[config.mk]
export PLATFORM = sky130hd
export DESIGN_NAME = ccsu_core
export DESIGN_NICKNAME = d
export VERILOG_FILES = /design/src/include/ccsu_pkg.sv /design/src/core/ccsu_core.sv
export VERILOG_INCLUDE_DIRS = /design/src /design/src/include
export SDC_FILE = /design/constraint.sdc
export NUM_CORES = 1
export LEC_CHECK = 0
export ABC_CLOCK_PERIOD_IN_PS = 4100
export BUFFER_PORTS_ARGS = -buffer_cell sky130_fd_sc_hd__buf_2
export CORE_UTILIZATION = 35
export DETAILED_ROUTE_END_ITERATION = 7
export SYNTH_ARGS = -nofsm -noshare
export SYNTH_HDL_FRONTEND = slang
export SYNTH_SLANG_ARGS = --single-unit
[constraint.sdc]
create_clock -name clk_sys -period 4.1 [get_ports clk_sys]
set_input_delay 0.205 -clock clk_sys [delete_from_list [all_inputs] [get_ports clk_sys]]
set_output_delay 0.205 -clock clk_sys [all_outputs]
set_load 0.05 [all_outputs]
[src/include/ccsu_consts.svh]
// constants of the common command and status unit
// Notes on behaviour
// RULE1: identification answers maker, model, serial, firmware text
// RULE2: reset command restores functional settings to defaults
// RULE3: self-test query returns 0 pass, 1 fail
// RULE4: event enable mask written 0-255, stored 8 bits
// RULE5: standard event register records eight condition kinds
// RULE6: masked standard events ORed into status bit 5
// RULE7: reset command leaves event enable mask unchanged
// RULE8: event enable query returns stored mask
// RULE9: standard event query returns register, 0-255
// RULE10: complete command sets event bit 0 when idle
// RULE11: complete query answers ASCII 1 once idle
// RULE12: no new command while complete query waits
// RULE13: request enable stored with bit 6 clear
// RULE14: request enable query returns stored mask
// RULE15: status byte query alters no status bit
// RULE16: power-on clear flag clears enables at power-on
// RULE17: power-on clear query returns flag 0 or 1
// RULE18: clear-status empties queue and all event registers
// RULE19: questionable event register 16 bits, read clears
// RULE20: questionable and operation enables are 16-bit masks
// RULE21: standard event query clears register after reading
// RULE22: status bit 6 summarises enabled other bits
`ifndef CCSU_CONSTS_SVH
`define CCSU_CONSTS_SVH

`define CCSU_CMD_W      5
`define CCSU_CMD_IDN    5'h00
`define CCSU_CMD_RST    5'h01
`define CCSU_CMD_TST    5'h02
`define CCSU_CMD_ESE_W  5'h03
`define CCSU_CMD_ESE_R  5'h04
`define CCSU_CMD_ESR_R  5'h05
`define CCSU_CMD_OPC    5'h06
`define CCSU_CMD_OPC_Q  5'h07
`define CCSU_CMD_SRE_W  5'h08
`define CCSU_CMD_SRE_R  5'h09
`define CCSU_CMD_STB_R  5'h0A
`define CCSU_CMD_PSC_W  5'h0B
`define CCSU_CMD_PSC_R  5'h0C
`define CCSU_CMD_CLS    5'h0D
`define CCSU_CMD_QEV_R  5'h0E
`define CCSU_CMD_QEN_W  5'h0F
`define CCSU_CMD_QEN_R  5'h10
`define CCSU_CMD_OEV_R  5'h11
`define CCSU_CMD_OEN_W  5'h12
`define CCSU_CMD_OEN_R  5'h13

`define CCSU_ESR_OPC    0
`define CCSU_ESR_RQC    1
`define CCSU_ESR_QYE    2
`define CCSU_ESR_DDE    3
`define CCSU_ESR_EXE    4
`define CCSU_ESR_CME    5
`define CCSU_ESR_URQ    6
`define CCSU_ESR_PON    7

`define CCSU_STB_EAV    2
`define CCSU_STB_QSB    3
`define CCSU_STB_ESB    5
`define CCSU_STB_MSS    6
`define CCSU_STB_OSB    7

`define CCSU_SRE_MASK   8'hBF
`define CCSU_ASCII_ONE  8'h31
`define CCSU_PSC_RESET  1'h1

`endif

[src/include/ccsu_pkg.sv]
// types of the common command and status unit
`include "ccsu_consts.svh"
package ccsu_pkg;

  typedef enum logic [2:0] {
    ST_IDLE = 3'h1,
    ST_IDN  = 3'h2,
    ST_OPCW = 3'h4
  } ccsu_state_type;

  typedef struct packed {
    logic                   valid;
    logic [`CCSU_CMD_W-1:0] code;
    logic [15:0]            data;
  } ccsu_cmd_type;

  typedef struct packed {
    logic        valid;
    logic        last;
    logic [15:0] data;
  } ccsu_rsp_type;

  typedef struct packed {
    logic power_on;
    logic user_req;
    logic cmd_err;
    logic exec_err;
    logic dev_err;
    logic query_err;
    logic req_ctrl;
  } ccsu_event_type;

  typedef struct packed {
    ccsu_state_type state;
    logic [7:0]     idx;
    logic           ready;
    ccsu_rsp_type   rsp;
    logic           func_rst;
    logic           eq_clr;
    logic           opc_armed;
    logic           tst_done;
    logic           tst_fail;
    logic           psc;
    logic [7:0]     ese;
    logic [7:0]     esr;
    logic [7:0]     sre;
    logic [7:0]     stb;
    logic           srq;
    logic [15:0]    qev;
    logic [15:0]    qen;
    logic [15:0]    oev;
    logic [15:0]    oen;
  } ccsu_regs_type;

endpackage

[src/core/ccsu_core.sv]
// common command interpreter and status reporting core
`timescale 1ns/1ps
`include "ccsu_consts.svh"
module ccsu_core
#(
  parameter int               IDN_LEN  = 22,
  // identification text; value is arbitrary
  parameter logic [8*22-1:0]  IDN_TEXT = "ACME,CCSU,00000000,1.0"
)
(
  input  wire logic                   clk_sys,
  input  wire logic                   nrst,
  input  wire logic                   ce,
  input  wire ccsu_pkg::ccsu_cmd_type cmd,
  input  wire ccsu_pkg::ccsu_event_type ev,
  input  wire logic                   op_busy,
  input  wire logic                   self_test_fail,
  input  wire logic                   err_queue_nonempty,
  input  wire logic [15:0]            ques_set,
  input  wire logic [15:0]            oper_set,
  output      logic                   cmd_ready,
  output      ccsu_pkg::ccsu_rsp_type rsp,
  output      logic                   func_reset,
  output      logic                   err_queue_clear,
  output      logic [7:0]             summary_status_byte,
  output      logic                   service_request
);

  localparam ccsu_pkg::ccsu_regs_type REGS_RESET = '{
    state     : ccsu_pkg::ST_IDLE,
    idx       : 8'h00,
    ready     : 1'h0,
    rsp       : '{valid: 1'h0, last: 1'h0, data: 16'h0000},
    func_rst  : 1'h0,
    eq_clr    : 1'h0,
    opc_armed : 1'h0,
    tst_done  : 1'h0,
    tst_fail  : 1'h0,
    psc       : `CCSU_PSC_RESET,
    ese       : 8'h00,
    esr       : 8'h00,
    sre       : 8'h00,
    stb       : 8'h00,
    srq       : 1'h0,
    qev       : 16'h0000,
    qen       : 16'h0000,
    oev       : 16'h0000,
    oen       : 16'h0000
  };

  ccsu_pkg::ccsu_regs_type r_reg;
  ccsu_pkg::ccsu_regs_type r_next;

  // identification byte at a given position of the text
  function automatic logic [7:0] idn_byte(input logic [7:0] i);
    idn_byte = IDN_TEXT[8*(IDN_LEN-1-int'(i)) +: 8];
  endfunction

  logic       take;
  logic [7:0] esr_set;
  logic       esr_clr;
  logic       qev_clr;
  logic       oev_clr;
  logic [7:0] stb_low;

  assign take = cmd.valid && r_reg.ready;

  always_comb
  begin
    r_next          = r_reg;
    r_next.rsp      = '{valid: 1'h0, last: 1'h0, data: 16'h0000};
    r_next.func_rst = 1'h0;
    r_next.eq_clr   = 1'h0;
    esr_set         = 8'h00;
    esr_clr         = 1'h0;
    qev_clr         = 1'h0;
    oev_clr         = 1'h0;
    stb_low         = 8'h00;

    // strap is caught on the first enabled cycle after release
    if (!r_reg.tst_done)
    begin
      r_next.tst_done = 1'h1;
      r_next.tst_fail = self_test_fail;
    end

    case (r_reg.state)
      ccsu_pkg::ST_IDLE:
      begin
        if (take)
        begin
          case (cmd.code)
            `CCSU_CMD_IDN:
            begin
              r_next.state = ccsu_pkg::ST_IDN; // see RULE1
              r_next.idx   = 8'h00;
            end
            `CCSU_CMD_RST:
              r_next.func_rst = 1'h1; // see RULE2 see RULE7
            `CCSU_CMD_TST:
            begin
              r_next.rsp.valid = 1'h1; // see RULE3
              r_next.rsp.last  = 1'h1;
              r_next.rsp.data  = {15'h0000, r_reg.tst_fail};
            end
            `CCSU_CMD_ESE_W:
              r_next.ese = cmd.data[7:0]; // see RULE4
            `CCSU_CMD_ESE_R:
            begin
              r_next.rsp.valid = 1'h1; // see RULE8
              r_next.rsp.last  = 1'h1;
              r_next.rsp.data  = {8'h00, r_reg.ese};
            end
            `CCSU_CMD_ESR_R:
            begin
              r_next.rsp.valid = 1'h1; // see RULE9
              r_next.rsp.last  = 1'h1;
              r_next.rsp.data  = {8'h00, r_reg.esr};
              esr_clr          = 1'h1; // see RULE21
            end
            `CCSU_CMD_OPC:
              r_next.opc_armed = 1'h1; // see RULE10
            `CCSU_CMD_OPC_Q:
              r_next.state = ccsu_pkg::ST_OPCW; // see RULE11
            `CCSU_CMD_SRE_W:
              r_next.sre = cmd.data[7:0] & `CCSU_SRE_MASK; // see RULE13
            `CCSU_CMD_SRE_R:
            begin
              r_next.rsp.valid = 1'h1; // see RULE14
              r_next.rsp.last  = 1'h1;
              r_next.rsp.data  = {8'h00, r_reg.sre};
            end
            `CCSU_CMD_STB_R:
            begin
              r_next.rsp.valid = 1'h1; // see RULE15
              r_next.rsp.last  = 1'h1;
              r_next.rsp.data  = {8'h00, r_reg.stb};
            end
            `CCSU_CMD_PSC_W:
              r_next.psc = cmd.data[0]; // see RULE16
            `CCSU_CMD_PSC_R:
            begin
              r_next.rsp.valid = 1'h1; // see RULE17
              r_next.rsp.last  = 1'h1;
              r_next.rsp.data  = {15'h0000, r_reg.psc};
            end
            `CCSU_CMD_CLS:
            begin
              r_next.eq_clr    = 1'h1; // see RULE18
              r_next.opc_armed = 1'h0;
              esr_clr          = 1'h1;
              qev_clr          = 1'h1;
              oev_clr          = 1'h1;
            end
            `CCSU_CMD_QEV_R:
            begin
              r_next.rsp.valid = 1'h1; // see RULE19
              r_next.rsp.last  = 1'h1;
              r_next.rsp.data  = r_reg.qev;
              qev_clr          = 1'h1;
            end
            `CCSU_CMD_QEN_W:
              r_next.qen = cmd.data; // see RULE20
            `CCSU_CMD_QEN_R:
            begin
              r_next.rsp.valid = 1'h1; // see RULE20
              r_next.rsp.last  = 1'h1;
              r_next.rsp.data  = r_reg.qen;
            end
            `CCSU_CMD_OEV_R:
            begin
              r_next.rsp.valid = 1'h1;
              r_next.rsp.last  = 1'h1;
              r_next.rsp.data  = r_reg.oev;
            end
            `CCSU_CMD_OEN_W:
              r_next.oen = cmd.data; // see RULE20
            `CCSU_CMD_OEN_R:
            begin
              r_next.rsp.valid = 1'h1;
              r_next.rsp.last  = 1'h1;
              r_next.rsp.data  = r_reg.oen;
            end
            default:
              esr_set[`CCSU_ESR_CME] = 1'h1;
          endcase
        end
      end
      ccsu_pkg::ST_IDN:
      begin
        r_next.rsp.valid = 1'h1; // see RULE1
        r_next.rsp.data  = {8'h00, idn_byte(r_reg.idx)};
        r_next.idx       = r_reg.idx + 8'h01;
        if (int'(r_reg.idx) == IDN_LEN - 1)
        begin
          r_next.rsp.last = 1'h1;
          r_next.state    = ccsu_pkg::ST_IDLE;
        end
      end
      ccsu_pkg::ST_OPCW:
      begin
        // the controller must time out longer than the longest operation
        if (!op_busy)
        begin
          r_next.rsp.valid = 1'h1; // see RULE11
          r_next.rsp.last  = 1'h1;
          r_next.rsp.data  = {8'h00, `CCSU_ASCII_ONE};
          r_next.state     = ccsu_pkg::ST_IDLE;
        end
      end
      default:
        r_next.state = ccsu_pkg::ST_IDLE;
    endcase

    if (r_reg.opc_armed && !op_busy && !esr_clr)
    begin
      esr_set[`CCSU_ESR_OPC] = 1'h1; // see RULE10
      r_next.opc_armed       = 1'h0;
    end

    esr_set[`CCSU_ESR_RQC] = esr_set[`CCSU_ESR_RQC] | ev.req_ctrl;
    esr_set[`CCSU_ESR_QYE] = ev.query_err; // see RULE5
    esr_set[`CCSU_ESR_DDE] = ev.dev_err;
    esr_set[`CCSU_ESR_EXE] = ev.exec_err;
    esr_set[`CCSU_ESR_CME] = esr_set[`CCSU_ESR_CME] | ev.cmd_err;
    esr_set[`CCSU_ESR_URQ] = ev.user_req;
    esr_set[`CCSU_ESR_PON] = ev.power_on;

    // a new event in the clearing cycle survives
    r_next.esr = (esr_clr ? 8'h00 : r_reg.esr) | esr_set;
    r_next.qev = (qev_clr ? 16'h0000 : r_reg.qev) | ques_set;
    r_next.oev = (oev_clr ? 16'h0000 : r_reg.oev) | oper_set;

    if (ev.power_on && r_reg.psc)
    begin
      r_next.sre = 8'h00; // see RULE16
      r_next.ese = 8'h00;
      r_next.qen = 16'h0000;
      r_next.oen = 16'h0000;
    end

    // the queue flag lags the clear pulse by the queue's own latency
    stb_low[`CCSU_STB_EAV] = err_queue_nonempty;
    stb_low[`CCSU_STB_QSB] = |(r_next.qev & r_next.qen);
    stb_low[`CCSU_STB_ESB] = |(r_next.esr & r_next.ese); // see RULE6
    stb_low[`CCSU_STB_OSB] = |(r_next.oev & r_next.oen);
    r_next.srq             = |(stb_low & r_next.sre); // see RULE22
    r_next.stb             = stb_low;
    r_next.stb[`CCSU_STB_MSS] = r_next.srq;
    r_next.ready = (r_next.state == ccsu_pkg::ST_IDLE); // see RULE12
  end

  always_ff @(posedge clk_sys)
  begin
    if (!nrst)
      r_reg <= REGS_RESET;
    else if (ce)
      r_reg <= r_next;
  end

  assign cmd_ready           = r_reg.ready;
  assign rsp                 = r_reg.rsp;
  assign func_reset          = r_reg.func_rst;
  assign err_queue_clear     = r_reg.eq_clr;
  assign summary_status_byte = r_reg.stb;
  assign service_request     = r_reg.srq;

  a_sre_bit_six: assert property ( // see RULE13
    @(posedge clk_sys) disable iff (!nrst)
    !r_reg.sre[6])
    else $error("request enable bit 6 set");

  a_esb_summary_bit: assert property ( // see RULE6
    @(posedge clk_sys) disable iff (!nrst)
    r_reg.stb[5] == |(r_reg.esr & r_reg.ese))
    else $error("status bit 5 not masked event summary");

  a_mss_summary_bit: assert property ( // see RULE22
    @(posedge clk_sys) disable iff (!nrst)
    r_reg.stb[6] == |(r_reg.stb & `CCSU_SRE_MASK & r_reg.sre))
    else $error("status bit 6 not request summary");

  a_opc_wait_block: assert property ( // see RULE12
    @(posedge clk_sys) disable iff (!nrst)
    (r_reg.state == ccsu_pkg::ST_OPCW) |-> !cmd_ready)
    else $error("command accepted during complete query");

  a_opcq_ascii_one: assert property ( // see RULE11
    @(posedge clk_sys) disable iff (!nrst)
    (ce && r_reg.state == ccsu_pkg::ST_OPCW && !op_busy)
      |=> rsp.valid && rsp.data == 16'h0031 && cmd_ready)
    else $error("complete query answer wrong");

  a_ese_keeps_rst: assert property ( // see RULE7
    @(posedge clk_sys) disable iff (!nrst)
    (ce && take && cmd.code == `CCSU_CMD_RST && !ev.power_on)
      |=> $stable(r_reg.ese) && func_reset)
    else $error("reset command changed event enable");

  a_ese_read_back: assert property ( // see RULE8
    @(posedge clk_sys) disable iff (!nrst)
    (ce && take && cmd.code == `CCSU_CMD_ESE_R)
      |=> rsp.valid && rsp.data[7:0] == $past(r_reg.ese))
    else $error("event enable readback wrong");

  a_esr_read_clear: assert property ( // see RULE9 see RULE21
    @(posedge clk_sys) disable iff (!nrst)
    (ce && take && cmd.code == `CCSU_CMD_ESR_R && ev == '0)
      |=> rsp.data[7:0] == $past(r_reg.esr) && r_reg.esr == 8'h00)
    else $error("event register read or clear wrong");

  a_stb_read_kept: assert property ( // see RULE15
    @(posedge clk_sys) disable iff (!nrst)
    (ce && take && cmd.code == `CCSU_CMD_STB_R)
      |=> rsp.data[7:0] == $past(summary_status_byte))
    else $error("status byte readback wrong");

  a_psc_power_clear: assert property ( // see RULE16
    @(posedge clk_sys) disable iff (!nrst)
    (ce && ev.power_on && r_reg.psc)
      |=> r_reg.sre == 8'h00 && r_reg.ese == 8'h00 && r_reg.esr[7])
    else $error("power-on clear did not act");

  a_tst_answer_bit: assert property ( // see RULE3
    @(posedge clk_sys) disable iff (!nrst)
    (ce && take && cmd.code == `CCSU_CMD_TST)
      |=> rsp.data == {15'h0000, $past(r_reg.tst_fail)})
    else $error("self-test answer wrong");

  a_cme_unknown_code: assert property ( // see RULE5
    @(posedge clk_sys) disable iff (!nrst)
    (ce && take && cmd.code > `CCSU_CMD_OEN_R)
      |=> r_reg.esr[`CCSU_ESR_CME])
    else $error("unknown code did not flag command error");

  a_qev_read_clear: assert property ( // see RULE19
    @(posedge clk_sys) disable iff (!nrst)
    (ce && take && cmd.code == `CCSU_CMD_QEV_R && ques_set == 16'h0000)
      |=> rsp.data == $past(r_reg.qev) && r_reg.qev == 16'h0000)
    else $error("questionable event read or clear wrong");

  a_cls_clears_all: assert property ( // see RULE18
    @(posedge clk_sys) disable iff (!nrst)
    (ce && take && cmd.code == `CCSU_CMD_CLS && ev == '0
      && ques_set == 16'h0000 && oper_set == 16'h0000)
      |=> r_reg.esr == 8'h00 && r_reg.qev == 16'h0000
      && r_reg.oev == 16'h0000 && err_queue_clear)
    else $error("clear-status left an event set");

  // a frozen cycle must not even take a pending command
  a_ce_freeze_state: assert property (
    @(posedge clk_sys) disable iff (!nrst)
    !ce |=> $stable(r_reg))
    else $error("state moved while clock enable low");

endmodule // ccsu_core

Word level (Yosys, flattened, before mapping)
Index checks and enable logic that the tools add are counted.
{"block": "word_totals", "reg_bits": 130, "inputBits": 67, "output_inout_bits": 30, "elab_cells": 129}
{"block": "classes", "add_sub_neg": 2, "n_eq_ne": 26, "shifts": 1, "mux": 48, "n_bitwise": 9, "reduce_logical": 22}
{"op": "$pmux 18 s10", "count": 1}
{"op": "$shiftx 176x12->8 const A", "count": 1}
{"op": "$mux 16", "count": 10}
{"op": "$mux 8", "count": 10}
{"op": "$pmux 18 s3", "count": 1}
{"op": "$eq 5x4->1 const B", "count": 8}
{"op": "$and 16x16->16", "count": 2}
{"op": "$or 16x16->16", "count": 2}
{"op": "$reduce_or 16->1", "count": 2}
{"op": "$mux 21", "count": 1}
{"op": "$eq 5x3->1 const B", "count": 4}
{"op": "$eq 5x5->1 const B", "count": 4}
{"op": "$reduce_or 20->1", "count": 1}
{"op": "$mux 18", "count": 1}
{"op": "$and 8x8->8", "count": 2}
{"op": "$mux 1", "count": 16}
{"op": "$pmux 8 s2", "count": 1}
{"op": "$reduce_or 8->1", "count": 2}
{"op": "$reduce_and 4->1", "count": 3}
{"op": "$mux 11", "count": 1}
{"op": "$eq 5x2->1 const B", "count": 2}
{"op": "$mux 3", "count": 3}
{"op": "$pmux 3 s3", "count": 1}
{"op": "$sub 5x8->9 const A", "count": 1}
{"op": "20 further kinds", "count": 28}

Longest topological paths before layout
Gate-level depths: netlist of the first run.
{"block": "logic_depth", "word_depth": 13, "ltp_mapped": 10, "ltp_nobuf": 8}

Least setup slack after synthesis of the first run
OpenSTA, ideal clock, no wires.
{"block": "synth_path", "path_type": "reg-to-reg", "start": "register r_reg, in the netlist cmd_ready", "end": "register r_reg, in the netlist summary_status_byte[6]", "setup_time_ps": 131, "t_arrival_ps": 2569, "setup_slack_ps": 1399, "path_stages_with_launch": 10, "path_buffers": 2, "period_less_slack_ps": 2701, "path_cell_list": "dfxtp_1 > nand4b_4 > or4_1 > clkbuf_1 > buf_2 > o21ai_0 > o32a_1 > nand4_1 > nor4_2 > o221ai_2"}
{"block": "synth_via", "elab_chain_cells": 11, "word_cells_on_any_way": 39, "classes_between": "mux (24); bitwise (8); reduce/logical (7)"}
{"item": "from (decl)", "line_no": "ccsu_core.sv:51", "text": "ccsu_pkg::ccsu_regs_type r_reg;"}
{"item": "from (signal assigned)", "line_no": "ccsu_core.sv:258", "text": "r_reg <= r_next;"}
{"item": "$logic_and 1x1->1 (*)", "line_no": "ccsu_core.sv:66", "text": "assign take = cmd.valid && r_reg.ready;"}
{"item": "$mux 1", "line_no": "ccsu_core.sv:90", "text": "if (take)"}
{"item": "$mux 1", "line_no": "ccsu_core.sv:87", "text": "case (r_reg.state)"}
{"item": "$logic_not 1->1", "line_no": "ccsu_core.sv:215", "text": "if (r_reg.opc_armed && !op_busy && !esr_clr)"}
{"item": "$logic_and 1x1->1", "line_no": "ccsu_core.sv:215"}
{"item": "$mux 1", "line_no": "ccsu_core.sv:215"}
{"item": "$or 8x8->8", "line_no": "ccsu_core.sv:230", "text": "r_next.esr = (esr_clr ? 8'h00 : r_reg.esr) | esr_set;"}
{"item": "$and 8x8->8", "line_no": "ccsu_core.sv:245", "text": "stb_low[`CCSU_STB_ESB] = |(r_next.esr & r_next.ese);"}
{"item": "$reduce_or 8->1", "line_no": "ccsu_core.sv:245"}
{"item": "$and 8x8->8 (*)", "line_no": "ccsu_core.sv:247", "text": "r_next.srq = |(stb_low & r_next.sre);"}
{"item": "$reduce_or 8->1 (*)", "line_no": "ccsu_core.sv:247"}
Mark *: on every way between the ends. The rest lies on a longest branch, timed or not.
A chain may end at the register's enable or synchronous reset.

Worst setup path in the final report of the first run
{"block": "layout_path", "start": "register r_reg[132] (netlist bit)", "end": "register r_reg, in the netlist summary_status_byte[6]"}
{"block": "layout_via", "elab_chain_cells": 10, "word_cells_on_any_way": 31, "classes_between": "eq/ne (1); mux (16); bitwise (8); reduce/logical (6)"}
{"item": "$eq 3x1->1 (*)", "line_no": "ccsu_core.sv:87"}
{"item": "$mux 1", "line_no": "ccsu_core.sv:87"}
{"item": "$logic_not 1->1", "line_no": "ccsu_core.sv:215"}
{"item": "$logic_and 1x1->1", "line_no": "ccsu_core.sv:215"}
{"item": "$mux 1", "line_no": "ccsu_core.sv:215"}
{"item": "$or 8x8->8", "line_no": "ccsu_core.sv:230"}
{"item": "$and 8x8->8", "line_no": "ccsu_core.sv:245"}
{"item": "$reduce_or 8->1", "line_no": "ccsu_core.sv:245"}
{"item": "$and 8x8->8 (*)", "line_no": "ccsu_core.sv:247"}
{"item": "$reduce_or 8->1 (*)", "line_no": "ccsu_core.sv:247"}
Marked as above.

==> summary.md, run 1 <==
| Metric | Value |
|---|---|
| Synth Register Bits | 128 |
| Crit. End Element | flop |
| Top-Level Pins | 97 |
| Fmax achieved | 305 MHz |
| RePlAce Congestion | 0.915 |
| Pwr/cell area | 375 mW/mm^2 |
| Setup bufs post-CTS | 0 |
| RR Startpoint | r_reg[132] |
| Final Setup Violations | 0 |
| PostCTS Resize Cnt | 0 |
| Root Driver | clkbuf_16 |
| Total Routed Length | 24900 microns |
| Register area | 0.00256 sq mm |
| Routed Antenna Nets | 0 |
| Seq/Total Area, Yosys | 35.2% |
| Fin crit period | 3280 ps |
| DRC violations left | 0 |
| Die X | 146 microns |
| Clock Tree Buf Depth | 2 |
| CP peak stage delay | 850 ps |
| Mapped Area | 0.00727 sq mm |
| RR Endpoint | summary_status_byte[6] |
| Sum Neg Setup Slack | 0 ps |
| Post-synth ARST share | 0% |
| CP Data Required Time | 4400 ps |
| Post-Syn Instances | 897 |
| Ratio of cells with drive above 1 in the final layout | 16.8% |
| Reg2Reg Setup Slack | 820 ps |
| I/O Buffers | 93 |
| Slew @ Worst Pin | 1060 ps |
| Clock skew | 8.76 ps |
| Mean Syn Cell Area | 8.11 sq um |
| Vias in the first global route | 6567 |
| Global-route wire length before repair | 38500 microns |
| Yosys top cell by area | dfxtp_1 |
| Relative slew slack | 28.7% |
| Hold Startpoint | err_queue_nonempty |
| Leakage power | 2.97 nW |
| Fillers | 2165 |
| R2R cell count | 7 |
| Buf/Inv on CP | 0 |
| RSZ-0062 raised after global routing | false |
| YS warnings | 0 |
| Worst Hold Path EP | summary_status_byte[2] |
| Worst vdd ir | 300 uV |
| CTS H-tree depth | 4 |
| Placed cells | 1173 |
| Largest register FFs | 102 |
| Final Non-Filler Cells | 1206 |
| Post-synth EDFFs | 0 |
| Area contributors post-synth | dfxtp_1 (35%), nor2_1 (7.2%), mux2i_1 (6.7%) |
| Area Growth Syn to Fin | 13.6% |
| Hold_buf cts | 0 |
| Total Routing Usage GR | 23.4% |
| Core area | 0.0203 sq mm |
| Row cnt | 52 |
| Primary FF master, synth | dfxtp_1 |
| Outcome | finished, final reports clean |
| Max Slew Vio Count | 0 |
| Final nets | 993 |
| Via count | 7204 |
| Worst Path Arrival | 3570 ps |
| Max Cap Viol | 0 |
| Drt initial violations | 936 |
| Dpl hpwl | 17600 microns |
| Grt total ovfl | 0 |
| Worst-path fanout max | 19 |
| Largest net degree at the start of global routing | 106 |
| Clock Sinks | 128 |
| Worst Hold Depth | 3 |
| Drt pass-1 iters | 6 |
| Clock slew seen by the registers of the worst setup and hold paths | 60 ps |
| Die ar. | 0.0214 sq mm |
| Hold WC Path Type | input port to flop |
| Period Utilization, post-route | 79.9% |
| Hold_ws | 51.7 ps |
| Post-synth top area share | 35.2% |
| Die Y | 146 microns |
| Multi-input logic area | 0.00416 sq mm |
| CTS tree | yes |
| Crit path cell chain | or3b_1 > or4_1 > a21oi_1 > nor3_1 > nor4_1 > and4_1 > o221ai_2 |
| Critical path type | flop to flop |
| Clk Latency, worst-skew pair | 430 ps |
| Yosys cell types | 74 |
| Crit path launch type | flop |
| TritonCTS Buffers | 17 |
| Starting Density | 35.8% |
| Overall Power | 3.10 mW |
| Initial antenna violation count | 1 |
| Routed vias/inst | 5.97 |
| Wire per inst | 20.6 microns |
| CP max-delay cell | or4_1 |
| Top delay family on crit path | simple AND/OR/NAND/NOR gates |
| Layout Utilization | 40.7% |
| Final hold vios | 0 |
## layout by cell type (no fill, tap or decap), drive strengths merged, types with 13 or more instances in the layout
cell,Yosys,final
dfxtp,128,128
a22oi,61,61
a221oi,20,20
inv,15,15
nor3,31,31
o31ai,13,13
mux2i,49,49
nand2,53,53
nor2,139,139
a21oi,64,64
o21ai,22,22
buf,40,105
nand3,13,13
o31a,19,19
clkbuf,61,18
## metal layers
metal,GRT usage [%],share of wire (%)
met1,32.8,46
met2,34.9,44
met4,9.01,2.4
met3,5.22,8.1
met5,0,0
## kinds of logic after synthesis
| family | Yosys count | synth area share, % |
|---|---|---|
| AOI/OAI and AO/OA | 276 | 27.1 |
| xor gates and xnor gates | 14 | 1.69 |
| adders and majority gates | 4 | 0.688 |
| buffers and inverters | 116 | 7.64 |
| DFF | 128 | 35.2 |
| muxes | 51 | 7.05 |
| other | 1 | 0.0516 |
| and+or+nand+nor | 307 | 20.5 |
## Yosys cell counts, types with 6 or more instances
master / number
mux2i_1: 49
o21ai_0: 18
buf_2: 6
o31ai_1: 13
and3_1: 9
buf_4: 28
nor3_1: 29
nor2_1: 139
xnor2_1: 9
clkbuf_1: 61
a2bb2oi_1: 8
nand2_1: 53
nand3_1: 13
o21a_1: 10
nand4_1: 12
a31oi_1: 8
nor4_1: 9
a211oi_1: 11
o31a_1: 19
a222oi_1: 7
a22oi_1: 61
nor2b_1: 6
a221oi_1: 20
a21oi_1: 63
inv_1: 14
dfxtp_1: 128
## how the worst max path moves through the flow
stage,start,to,cells after the start
after floorplan,cmd_ready,summary_status_byte[6],9
after global placement,r_reg[132],summary_status_byte[6],7
after detailed placement,r_reg[132],summary_status_byte[6],7
after CTS,r_reg[132],summary_status_byte[6],7
after global routing,r_reg[132],summary_status_byte[3],7
final,r_reg[132],summary_status_byte[6],7
## through the flow
| stage | cell area [sq um] | worst slack (ps) |
|---|---|---|
| finish | 8260 | 824 |
| global route | 8260 | 658 |
| CTS | 8260 | 857 |
| detailed placement | 7690 | 889 |
| global placement | 7690 | 929 |
| floorplan | 7280 | 1400 |
## tightest hold or removal path, stage by stage
cell,delay (ps)
buf_2,100
mux2i_1,60
nor2_1,70
## final cells by class
class,count,share of cell area [%]
Inverter,15,0.696
Tap cell,270,4.09
Antenna cell,1,0.0303
Timing Repair Buffer,105,6.87
Multi-Input combinational cell,655,50.4
Clock buffer,18,5.19
Sequential cell,128,31.0
Clock inverter,14,1.73
## report_power, final
part           total [mW]  internal (mW)  switching [mW]  leakage (nW)
Combinational       0.303         0.0936           0.209          1.65
Sequential           1.32           1.28          0.0385          1.04
Clock                1.48          0.891           0.587         0.276
Note: power is estimated with default switching activity, not from simulation.
==> inputs of run 2 (changes only) <==
- ABC_AREA: default -> 1
- ABC_CLOCK_PERIOD_IN_PS: 4100 -> 2650
- clock period: 4.1 -> 2.65 ns (I/O delays scaled with it)
==> summary.md, run 2 <==
| Metric | Value |
|---|---|
| Final hold vios | 0 (unchanged) |
| Die ar. | 0.0228 sq mm (+6.6%) |
| Worst-path fanout max | 10 (-9) |
| Primary FF master, synth | dfxtp_1 |
| Dpl hpwl | 18700 microns (+6.4%) |
| Relative slew slack | 51.0% (+22 points) |
| Final Setup Violations | 0 (unchanged) |
| Seq/Total Area, Yosys | 33.0% (-2.2 points) |
| Ratio of cells with drive above 1 in the final layout | 14.7% (-2.1 points) |
| Mapped Area | 0.00776 sq mm (+6.7%) |
| CP Data Required Time | 2970 ps (-1430 ps) |
| Worst Path Arrival | 2590 ps (-980 ps) |
| Global-route wire length before repair | 40600 microns (+5.4%) |
| Sw Share | 29.1% (+2.2 points) |
| Grt total ovfl | 0 (unchanged) |
| CTS tree | yes |
| Crit. End Element | flop |
| Yosys cell types | 46 (-38%) |
| Row cnt | 54 (+3.8%) |
| Fillers | 2332 (+7.7%) |
| TritonCTS Buffers | 17 (unchanged) |
| Root Driver | clkbuf_16 |
| Period Utilization, post-route | 85.6% (+5.7 points) |
| Leakage power | 4.15 nW (+40%) |
| Crit path launch type | flop |
| Starting Density | 35.7% (-0.15 points) |
| Largest net degree at the start of global routing | 126 (+19%) |
| Clock Sinks | 128 (unchanged) |
| Clock Tree Buf Depth | 2 (unchanged) |
| Clk pwr share | 45.4% (-2.3 points) |
| I/O Buffers | 93 (unchanged) |
| Hold WC Path Type | input port to flop |
| Max Slew Vio Count | 0 (unchanged) |
| Critical path type | flop to flop |
| Outcome | finished, final reports clean |
| Total Routed Length | 25800 microns (+3.9%) |
| Post-synth top cells | nand2_1 (275), nor2_1 (171), inv_1 (148), dfxtp_1 (128), o21ai_0 (95) |
| Post-Syn Instances | 1227 (+37%) |
| Sum Neg Setup Slack | 0 ps (unchanged) |
| Inserted Diodes | 0 (-1) |
| Yosys top cell by area | dfxtp_1 |
| Vias in the first global route | 7342 (+12%) |
| Area contributors post-synth | dfxtp_1 (33%), nand2_1 (13%), nor2_1 (8.3%) |
| Core area | 0.0218 sq mm (+7.2%) |
| Multi-input logic area | 0.00414 sq mm (-0.69%) |
| RSZ-0062 raised after global routing | false |
| Die Y | 151 microns (+3.3%) |
| Post-synth ARST share | 0% (unchanged) |
| YS warnings | 0 (unchanged) |
| CTS H-tree depth | 4 (unchanged) |
| Pint | 3.60 mW (+59%) |
| Drt pass-1 iters | 6 (unchanged) |
| Combinational share of power | 13.1% (+3.3 points) |
| Setup WS pre-CTS | 376 ps (-512 ps) |
| Seq pwr share | 41.5% (-1.0 points) |
| Fin crit period | 2270 ps (-1010 ps) |
| Commonest non-fill, non-tap cells in the layout | nand2_1 (275), nor2_1 (171), inv_1 (147) |
| Die X | 151 microns (+3.3%) |
| Fmax achieved | 441 MHz (+44%) |
| Max Cap Viol | 0 (unchanged) |
| Count leader, synth | nand2_1 |
| Synth Register Bits | 128 (unchanged) |
| Area Growth Syn to Fin | 13.8% |
| Total Routing Usage GR | 23.3% (-0.093 points) |
| Pwr/cell area | 575 mW/mm^2 (+53%) |
| Register area | 0.00256 sq mm (unchanged) |
| Worst vdd ir | 251 uV (-16%) |
| Wire per inst | 16.5 microns (-20%) |
| Largest register FFs | 102 (unchanged) |
| Top-Level Pins | 97 (unchanged) |
| Clock skew | 11.2 ps (+2.46 ps) |
| Final nets | 1341 (+35%) |
| Routed vias/inst | 5.13 (-14%) |
| Initial antenna violation count | 0 (-1) |
| Slew @ Worst Pin | 735 ps (-326 ps) |
| Setup bufs post-CTS | 0 (unchanged) |
| Most common cell after layout, fill and taps aside | nand2_1 |
| Clk Latency, worst-skew pair | 430 ps (about the same) |
| Drt initial violations | 765 (-18%) |
| Clock slew seen by the registers of the worst setup and hold paths | 60 ps (about the same) |
| Mean Syn Cell Area | 6.33 sq um (-22%) |
| Post-synth top area share | 33.0% (-2.2 points) |
| Crit path setup slack, layout | 381 ps (-443 ps) |
| Via count | 8022 (+11%) |
| Post-synth EDFFs | 0 (unchanged) |
| Net switching power | 1.48 mW (+77%) |
| DRC violations left | 0 (unchanged) |
| RePlAce Congestion | 0.919 (+0.40%) |
| Routed Antenna Nets | 0 (unchanged) |
==> run 2: changes by cell type after synthesis, moves of 27 or more <==
cell,before,now
o21ai_0,18,95
mux2i_1,49,0
nand2_1,53,275
a21oi_1,63,94
nand3_1,13,80
nor2_1,139,171
a22oi_1,61,1
clkbuf_1,61,34
inv_1,14,148
==> run 2: cell families after synthesis <==
group / after synthesis / share of synthesized area (%)
XOR/XNOR: 2 / 0.226
flip-flops: 128 / 33.0
adder cells (fa/ha/maj): 4 / 0.645
buffers and inverters: 242 / 13.8
other: 1 / 0.0483
AND/OR/NAND/NOR: 583 / 32.6
AO/OA/AOI/OAI: 267 / 19.7
==> run 2: timing repair <==
| action | in CTS | in global routing |
|---|---|---|
| hold buffers | 3 | 0 |
| hold endpoints to repair | 3 | 0 |
| gates resized for setup | 0 | 0 |
==> run 2: final timing paths <==
check | startpoint | end | slack, ps | cells after the start
min | ques_set[14] | r_reg[62] | 8 | 5
min reg2reg | rsp[11] | rsp[11] | 460 | 2
max reg2reg | r_reg[130] | summary_status_byte[6] | 380 | 15
max | r_reg[130] | summary_status_byte[6] | 380 | 15
==> run 2: per-stage QoR <==
stage,area (sq um),util (%),total power [mW],hold WS [ps],instances
floorplan,7770,-,2.59,273,1229
global placement,8230,37.8,2.80,408,1528
detailed placement,8230,37.8,2.80,418,1528
CTS,8840,40.6,5.10,4.83,1563
global route,8840,40.6,5.28,43.8,1563
finish,8840,40.6,5.08,7.64,1563
==> run 2: area by class of cell <==
cell class	count	area share [%]
Clock buffer	20	5.28
Tap cell	280	3.96
Clock inverter	12	1.25
Multi-Input combinational cell	859	46.8
Timing Repair Buffer	108	7.08
Inverter	156	6.64
Sequential cell	128	29.0
==> run 2: worst max-delay path, stage by stage, from the launching register on <==
cell,delay (ps)
dfxtp_1,390
inv_2,70
nor2_2,150
nand3_4,210
nor2_2,420
nand2_1,90
nand2_1,80
nor2_1,50
nand2_1,50
nand2_1,50
nor2_1,90
nand3_1,150
nand2_1,150
nand2_1,60
nor2_1,100
nor2_1,40
==> run 2: routing by layer <==
layer  wire, microns  global-route usage [%]
met5               0                       0
met4             578                    8.45
met3            1870                    3.61
met2           11300                    35.9
met1           12000                    32.7
==> run 2: power by group through the flow <==
stage	Combinational, mW	Clock (mW)	Sequential [mW]
after floorplan	0.467	0	2.12
after global placement	0.656	0	2.14
after detailed placement	0.660	0	2.14
after CTS	0.665	2.33	2.10
after global routing	0.745	2.42	2.12
final	0.667	2.31	2.11
